<file path="src/rtl/converter_ctrl_defs.vh">
// Constants for the converter control register bank: command codes,
// field positions, reset values and slew timing.
// Assumes inclusion by bare name from the design files.
`ifndef CONVERTER_CTRL_DEFS_VH
`define CONVERTER_CTRL_DEFS_VH

`define CMD_VOUT_SLEW_STEP 8'hda
`define CMD_LOW_POWER_CONTROL 8'he5
`define CMD_MISC_FUNCTION_CONTROL 8'hea

`define RST_VOUT_SLEW_STEP 4'h4
`define RST_LOW_POWER_CONTROL 2'h0
`define RST_ADJ_HICCUP_SELECT 1'h0
`define RST_SINK_MODE_DISABLE 1'h0
`define RST_MULTI_PHASE 1'h1

`define SLEW_STEP_MSB 3
`define LP_BUS_BIT 0
`define LP_PIN_BIT 1
`define MISC_ADJ_HICCUP_BIT 10
`define MISC_SINK_DISABLE_BIT 9
`define MISC_MULTI_PHASE_BIT 3

`define CLK_PERIOD_PS 5000
`define SLEW_BASE_PS 20000000
`define SLEW_INC_PS 2500000

`endif

</file>
<file path="src/rtl/vout_slew_stepper.v">
// Output-voltage target stepper: moves the applied code one 2 mV step
// per slew period after soft start, and follows the target during it.
// Assumes the soft-start ramp itself is shaped by logic elsewhere.
`timescale 1ns/1ps
module vout_slew_stepper #(
    parameter VW = 12,
    parameter CW = 14,
    parameter BASE_CYCLES = 4000,
    parameter INC_CYCLES = 500
) (
    input wire ref_clk_i,
    input wire reset_i,
    input wire [3:0] step_code_i,
    input wire soft_start_done_i,
    input wire [VW-1:0] vout_target_i,
    output reg [VW-1:0] vout_applied_o,
    output wire slewing_o
);

    reg [CW-1:0] cnt;

    function [CW-1:0] step_period;
        input [3:0] code;
        begin
            step_period = BASE_CYCLES[CW-1:0] +
                          code * INC_CYCLES[CW-1:0];
        end
    endfunction

    assign slewing_o = soft_start_done_i &&
                       (vout_applied_o != vout_target_i);

    always @(posedge ref_clk_i or posedge reset_i) begin
        if (reset_i) begin
            cnt <= {CW{1'b0}};
            vout_applied_o <= {VW{1'b0}};
        end else if (!soft_start_done_i) begin
            // The soft-start ramp owns the slope here, so the slew
            // setting has no say and the code simply tracks.
            cnt <= {CW{1'b0}};
            vout_applied_o <= vout_target_i;
        end else if (vout_applied_o == vout_target_i) begin
            cnt <= {CW{1'b0}};
        end else if (cnt >= step_period(step_code_i) - 1'b1) begin
            // Base period plus one increment per code value.
            cnt <= {CW{1'b0}};
            if (vout_applied_o < vout_target_i) begin
                vout_applied_o <= vout_applied_o + 1'b1;
            end else begin
                vout_applied_o <= vout_applied_o - 1'b1;
            end
        end else begin
            cnt <= cnt + 1'b1;
        end
    end

endmodule // vout_slew_stepper

</file>
<file path="src/rtl/converter_ctrl_regs.v">
// Converter control register bank: slew step, low-power control and
// the misc function control word, with their effects on the power stage.
// Assumes a command-level port from the bus transport on the same clock.
`timescale 1ns/1ps
`include "converter_ctrl_defs.vh"
module converter_ctrl_regs #(
    parameter VW = 12,
    parameter STEP_BASE_CYCLES = `SLEW_BASE_PS / `CLK_PERIOD_PS,
    parameter STEP_INC_CYCLES = `SLEW_INC_PS / `CLK_PERIOD_PS
) (
    input wire ref_clk_i,
    input wire reset_i,
    // Command port from the bus transport, on this clock.
    input wire [7:0] cmd_code_i,
    input wire cmd_write_i,
    input wire cmd_read_i,
    input wire [15:0] cmd_wdata_i,
    input wire factory_load_i,
    output reg [15:0] cmd_rdata_o,
    output reg cmd_rvalid_o,
    output reg cmd_hit_o,
    // Power-stage side.
    input wire power_save_pin_i,
    input wire soft_start_done_i,
    input wire [VW-1:0] vout_target_i,
    input wire total_oc_limit_i,
    input wire [2:0] comp_ramp_code_i,
    output wire [VW-1:0] vout_applied_o,
    output wire slewing_o,
    output reg low_power_o,
    output wire master_phase_enable_o,
    output reg slave_phase_enable_o,
    output reg hiccup_adjustable_o,
    output reg sink_enable_o,
    output reg [3:0] ramp_amplitude_sel_o
);

    reg [3:0] vout_slew_step;
    reg bus_low_power_enable;
    reg pin_low_power_enable;
    reg adjustable_hiccup_select;
    reg sink_mode_disable;
    reg multi_phase;
    reg ps_meta;
    reg ps_sync;
    wire next_low_power;

    // Counter width for the slowest slew code at the default clock; a
    // longer period per step would need more bits here.
    localparam STEP_CW = 14;

    function is_mapped;
        input [7:0] code;
        begin
            is_mapped = (code == `CMD_VOUT_SLEW_STEP) ||
                        (code == `CMD_LOW_POWER_CONTROL) ||
                        (code == `CMD_MISC_FUNCTION_CONTROL);
        end
    endfunction

    // Builds the word a read returns; reserved bits are fixed at zero.
    function [15:0] read_word;
        input [7:0] code;
        begin
            case (code)
                `CMD_VOUT_SLEW_STEP: begin
                    read_word = {12'h000, vout_slew_step};
                end
                `CMD_LOW_POWER_CONTROL: begin
                    read_word = {14'h0, pin_low_power_enable,
                                 bus_low_power_enable};
                end
                `CMD_MISC_FUNCTION_CONTROL: begin
                    // Reserved fields read zero.
                    read_word = {5'h00, adjustable_hiccup_select,
                                 sink_mode_disable, 5'h00,
                                 multi_phase, 3'h0};
                end
                default: begin
                    read_word = 16'h0000;
                end
            endcase
        end
    endfunction

    // Save pin is asynchronous to this clock. Both stages reset high, the
    // pin's idle level, so leaving reset never looks like a save request.
    always @(posedge ref_clk_i or posedge reset_i) begin
        if (reset_i) begin
            ps_meta <= 1'b1;
            ps_sync <= 1'b1;
        end else begin
            ps_meta <= power_save_pin_i;
            ps_sync <= ps_meta;
        end
    end

    // Register writes. Only the documented field bits are stored, so
    // reserved bits cannot be set. Factory load wins over a write.
    always @(posedge ref_clk_i or posedge reset_i) begin
        if (reset_i) begin
            vout_slew_step <= `RST_VOUT_SLEW_STEP;
            {pin_low_power_enable, bus_low_power_enable} <=
                `RST_LOW_POWER_CONTROL;
            adjustable_hiccup_select <= `RST_ADJ_HICCUP_SELECT;
            sink_mode_disable <= `RST_SINK_MODE_DISABLE;
            multi_phase <= `RST_MULTI_PHASE;
        end else if (factory_load_i) begin
            vout_slew_step <= `RST_VOUT_SLEW_STEP;
            {pin_low_power_enable, bus_low_power_enable} <=
                `RST_LOW_POWER_CONTROL;
            adjustable_hiccup_select <= `RST_ADJ_HICCUP_SELECT;
            sink_mode_disable <= `RST_SINK_MODE_DISABLE;
            multi_phase <= `RST_MULTI_PHASE;
        end else if (cmd_write_i) begin
            case (cmd_code_i)
                `CMD_VOUT_SLEW_STEP: begin
                    vout_slew_step <= cmd_wdata_i[`SLEW_STEP_MSB:0];
                end
                `CMD_LOW_POWER_CONTROL: begin
                    bus_low_power_enable <= cmd_wdata_i[`LP_BUS_BIT];
                    pin_low_power_enable <= cmd_wdata_i[`LP_PIN_BIT];
                end
                `CMD_MISC_FUNCTION_CONTROL: begin
                    adjustable_hiccup_select <=
                        cmd_wdata_i[`MISC_ADJ_HICCUP_BIT];
                    sink_mode_disable <= cmd_wdata_i[`MISC_SINK_DISABLE_BIT];
                    multi_phase <= cmd_wdata_i[`MISC_MULTI_PHASE_BIT];
                end
                default: begin
                end
            endcase
        end
    end

    // Read data is registered one cycle after the strobe. Unmapped codes
    // answer zero with the hit flag low, so the transport can refuse them.
    always @(posedge ref_clk_i or posedge reset_i) begin
        if (reset_i) begin
            cmd_rdata_o <= 16'h0000;
            cmd_rvalid_o <= 1'b0;
            cmd_hit_o <= 1'b0;
        end else begin
            cmd_rvalid_o <= cmd_read_i;
            if (cmd_read_i) begin
                cmd_hit_o <= is_mapped(cmd_code_i);
                cmd_rdata_o <= read_word(cmd_code_i);
            end
        end
    end

    // Either path can request low power; the pin path counts only when
    // its enable bit is set, and the pin is active low.
    assign next_low_power = bus_low_power_enable |
                            (pin_low_power_enable & ~ps_sync);

    // The master phase has no gating term at all, by design.
    assign master_phase_enable_o = 1'b1;

    always @(posedge ref_clk_i or posedge reset_i) begin
        if (reset_i) begin
            low_power_o <= 1'b0;
            slave_phase_enable_o <= 1'b1;
            hiccup_adjustable_o <= 1'b0;
            sink_enable_o <= 1'b1;
            ramp_amplitude_sel_o <= 4'h0;
        end else begin
            low_power_o <= next_low_power;
            slave_phase_enable_o <= ~next_low_power;
            // Otherwise hiccup time follows the soft-start time.
            hiccup_adjustable_o <= adjustable_hiccup_select &
                                   total_oc_limit_i;
            sink_enable_o <= ~sink_mode_disable;
            // Phase mode picks the ramp table bank.
            ramp_amplitude_sel_o <= {multi_phase, comp_ramp_code_i};
        end
    end

    vout_slew_stepper #(
        .VW(VW),
        .CW(STEP_CW),
        .BASE_CYCLES(STEP_BASE_CYCLES),
        .INC_CYCLES(STEP_INC_CYCLES)
    ) u_stepper (
        .ref_clk_i(ref_clk_i),
        .reset_i(reset_i),
        .step_code_i(vout_slew_step),
        .soft_start_done_i(soft_start_done_i),
        .vout_target_i(vout_target_i),
        .vout_applied_o(vout_applied_o),
        .slewing_o(slewing_o)
    );

endmodule // converter_ctrl_regs

</file>
<file path="config.mk">
export PLATFORM = sky130hd
export DESIGN_NAME = converter_ctrl_regs
export DESIGN_NICKNAME = d
export VERILOG_FILES = /design/src/rtl/vout_slew_stepper.v /design/src/rtl/converter_ctrl_regs.v
export VERILOG_INCLUDE_DIRS = /design/src /design/src/rtl
export SDC_FILE = /design/constraint.sdc
export NUM_CORES = 1
export LEC_CHECK = 0
export ABC_AREA = 1
export BUFFER_PORTS_ARGS = -buffer_cell sky130_fd_sc_hd__buf_4
export CORE_ASPECT_RATIO = 2
export CORE_MARGIN = 2
export CORE_UTILIZATION = 51
export DETAILED_ROUTE_END_ITERATION = 16
export PLACE_DENSITY = 0.78
export SLEW_MARGIN = 40
export SYNTH_ARGS = -nofsm -noshare
export SYNTH_HDL_FRONTEND = slang
export SYNTH_SLANG_ARGS = --single-unit
</file>
<file path="constraint.sdc">
create_clock -name ref_clk_i -period 4 [get_ports ref_clk_i]
set_input_delay 0.8 -clock ref_clk_i [delete_from_list [all_inputs] [get_ports ref_clk_i]]
set_output_delay 0.8 -clock ref_clk_i [all_outputs]
set_load 0.03 [all_outputs]
</file>
==> run_results.csv <==
group,metric,value,unit
outcome,status,"finished, violations left",
outcome,failed_checks,"setup timing",
synth,synth_edf_count,0,
synth,yosys-top-cells-count,"nand2_1, inv_1, ha_1, dfrtp_1, nor2_1",
cts,cts_hold_buf,0,
worst_hold_path,hold_class,"flop to flop",
pwr,swShare,40.0,%
timing,slew_violations,0,
setup_path,ff2ff_setup_slack,-160,ps
pwr,comb_power_share,50.9,%
synth,async_flop_share,100,%
timing,max_freq,241,MHz
layout,diodes,0,
cts,cts_tree,"yes",
synth,yosys.cell_count.top_type,"nand2_1",
worst_hold_path,hold_end,"ps_sync",
synth,avgSynthCellArea,7.88,um2
detailed_routing,routed_wl,10600,um
global_route,grt_pass1_wl,17600,um
placement,gp_congestion,0.889,
timing,rsz0062_at_grt,"true",
synth,ys_warn_count,0,
synth,synth-seq-cells,53,
global_route,grt_pass1_vias,4149,
detailed_routing,wl_per_cell,14.7,um
timing,finalClockSkew,9.66,ps
pwr,power.density,404,nW/um2
global_route,antenna_found_initial,0,
setup_path,worst_setup_path_end_kind,"flop",
pwr,ir_worst_vdd,0.447,mV
run,maxCapViolCount,0,
timing,setup-tns-final,-1860,ps
synth,yosys.area.top_type,"dfrtp_1",
detailed_routing,drc,0,
worst_hold_path,hold_start,"ps_meta",
synth,yosysUniqueCellTypes,41,
cts,clk_path_buf_depth,2,
floorplan,core_area,7940,um2
floorplan,die-width,68.0,um
pwr,power.internal,0.00128,W
placement,place_hpwl,8520,um
cts,clk_pin_slew,80,ps
detailed_routing,drt_iter0_markers,146,
setup_path,rr_startpoint,"vout_slew_step[2]",
cts,worstSkewPairLatency,300,ps
floorplan,dieArea,8990,um2
detailed_routing,vias_per_cell,5.31,
detailed_routing,postRouteAntennaNets,0,
synth,synth.top_cell.area_share,28.1,%
floorplan,ios,87,
floorplan,num_rows,46,
detailed_routing,num_vias,3852,
pwr,leakagePower,2.87,nW
placement,port_buffers,65,
synth,yosysSeqAreaShare,31.9,%
pwr,p_seq_share,27.9,%
cts,cts_buffers,5,
floorplan,initial_core_util,52.7,%
setup_path,reg2regPathDepth,22,
detailed_routing,dr.pass1.iters,4,
layout,drive_gt1_share,26.0,%
setup_path,cp-start-kind,"flop",
worst_hold_path,min_path_cells,0,
layout,num-fill-cells,683,
global_route,grt_max_degree,35,
layout,finish.utilization,66.8,%
setup_path,rr_endpoint,"u_stepper.vout_applied_o[9]",
timing,finalSetupViolations,16,
global_route,grt_use_total,25.2,%
synth,synth_cells,531,
setup_path,cp.required,4180,ps
synth,synth_area_leaders,"dfrtp_1, ha_1, nand2_1, inv_1, nand3_1",
synth,synth_ff_type,"dfrtp_1",
cts,clockRootBuffer,"clkbuf_16",
layout,nNetsFinal,734,
setup_path,path_class,"flop to flop",
floorplan,die_h,132,um
global_route,grt_overflow,0,
setup_path,arrival,4340,ps
timing,hold_viol,0,
timing,fin_crit,4160,ps
pwr,p_switching,0.000858,W
pwr,p_clk_share,21.3,%
timing,setup_ws,-155,ps
setup_path,crit_fanout,5,
layout,area_delta_synth_final,26.9,%
timing,finalCritPeriodShare,104,%
cts,cts.htree.levels,2,
synth,synth_area,4180,um2
cts,cts.sinks,53,
==> routing by layer <==
| layer | track usage (%) | wire [um] |
|---|---|---|
| met4 | 10.9 | 413 |
| met3 | 2.56 | 202 |
| met2 | 52.0 | 6490 |
| met5 | 0 | 0 |
| met1 | 21.9 | 3540 |
==> flip-flops by register name, indices dropped and copies added, names as in the netlist <==
signal                    count
adjustable_hiccup_select      1
bus_low_power_enable          1
cmd_hit_o                     1
cmd_rdata_o                   6
cmd_rvalid_o                  1
hiccup_adjustable_o           1
low_power_o                   1
multi_phase                   1
pin_low_power_enable          1
ps_meta                       1
ps_sync                       1
ramp_amplitude_sel_o          4
sink_enable_o                 1
sink_mode_disable             1
slave_phase_enable_o          1
u_stepper.cnt                14
u_stepper.vout_applied_o     12
vout_slew_step                4
==> cells in the final DEF (no fill, tap or decap), drive strengths merged <==
cell / n
a21oi: 26
nand4: 11
nor4: 1
a21o: 2
nand3: 37
ha: 50
nand3b: 1
clkbuf: 5
dfrtp: 47
nor3: 3
o21a: 2
a31oi: 6
or2: 1
nor2: 42
inv: 84
nand2: 123
a211oi: 1
o21bai: 1
conb: 11
buf: 96
xor2: 16
o21ai: 27
and3: 1
clkinv: 3
fa: 8
dfstp: 6
o22ai: 6
mux2: 4
xnor2: 9
==> power groups by stage <==
stage	combinational [W]	clock (W)	sequential, W
3_5_place_dp	0.000997	0	0.000608
4_1_cts	0.00104	0.000465	0.000597
2_1_floorplan	0.000645	0	0.000642
6_report	0.00109	0.000455	0.000597
5_1_grt	0.00121	0.000485	0.000601
3_3_place_gp	0.000955	0	0.000607
==> repair_timing <==
item	CTS	global route
buffers inserted	6	1
pin swaps	19	18
resized for setup	21	23
setup endpoints to repair	26	26
==> layout make-up <==
cell class	instances	area [um2]	share of cell area (%)
multi-input combinational	389	2650	49.9
sequential	53	1330	25.1
timing repair buffer	96	732	13.8
inverter	84	318	5.99
clock buffer	5	125	2.36
tap	96	120	2.26
clock inverter	3	28.8	0.542
==> worst max-delay path: stages (launching register included) <==
cell and delay [ps]:
dfstp_2 570, fa_2 460, fa_1 520, ha_4 330, nand3_1 130, nand2_2 130
xor2_4 190, nand2_2 80, clkinv_1 70, nand2_2 60, nor2_4 120, nand2_1 60
nand2_1 70, nand2_2 70, ha_4 270, nand4_1 150, a21oi_2 220, nor2_4 80
nand2_4 120, a21oi_4 70, buf_4 150, nand2_1 60, nand3_1 70
==> logic make-up after synthesis <==
family | after synthesis | synth area share (%)
multiplexers | 4 | 1.08
buffers and inverters | 98 | 9.90
adder cells (fa/ha/maj) | 58 | 18.8
AND/OR/NAND/NOR | 220 | 22.4
other | 2 | 0.180
AO/OA/AOI/OAI | 71 | 9.57
XOR/XNOR | 25 | 6.22
flip-flops | 53 | 31.9
==> how the worst max path moves through the flow <==
stage | startpoint | slack [ps] | endpoint
6_report | vout_slew_step[2] | -160 | u_stepper.vout_applied_o[9]
5_1_grt | vout_slew_step[2] | -400 | u_stepper.vout_applied_o[6]
4_1_cts | vout_slew_step[2] | -180 | u_stepper.vout_applied_o[1]
3_5_place_dp | vout_slew_step[2] | -250 | u_stepper.vout_applied_o[2]
3_3_place_gp | vout_slew_step[2] | -160 | u_stepper.vout_applied_o[3]
2_1_floorplan | vout_slew_step[2] | 40 | u_stepper.vout_applied_o[3]
==> stage by stage <==
stage	cell area [um2]	hold WS (ps)	instances	total power (W)	worst slack, ps
2_1_floorplan	4250	345	540	0.00129	43.4
3_3_place_gp	4940	350	711	0.00156	-158
3_5_place_dp	4940	348	711	0.00161	-247
5_1_grt	5310	351	726	0.00230	-400
4_1_cts	5210	345	725	0.00210	-181
6_report	5310	345	726	0.00214	-155
Note: power is estimated with default switching activity, not from simulation.
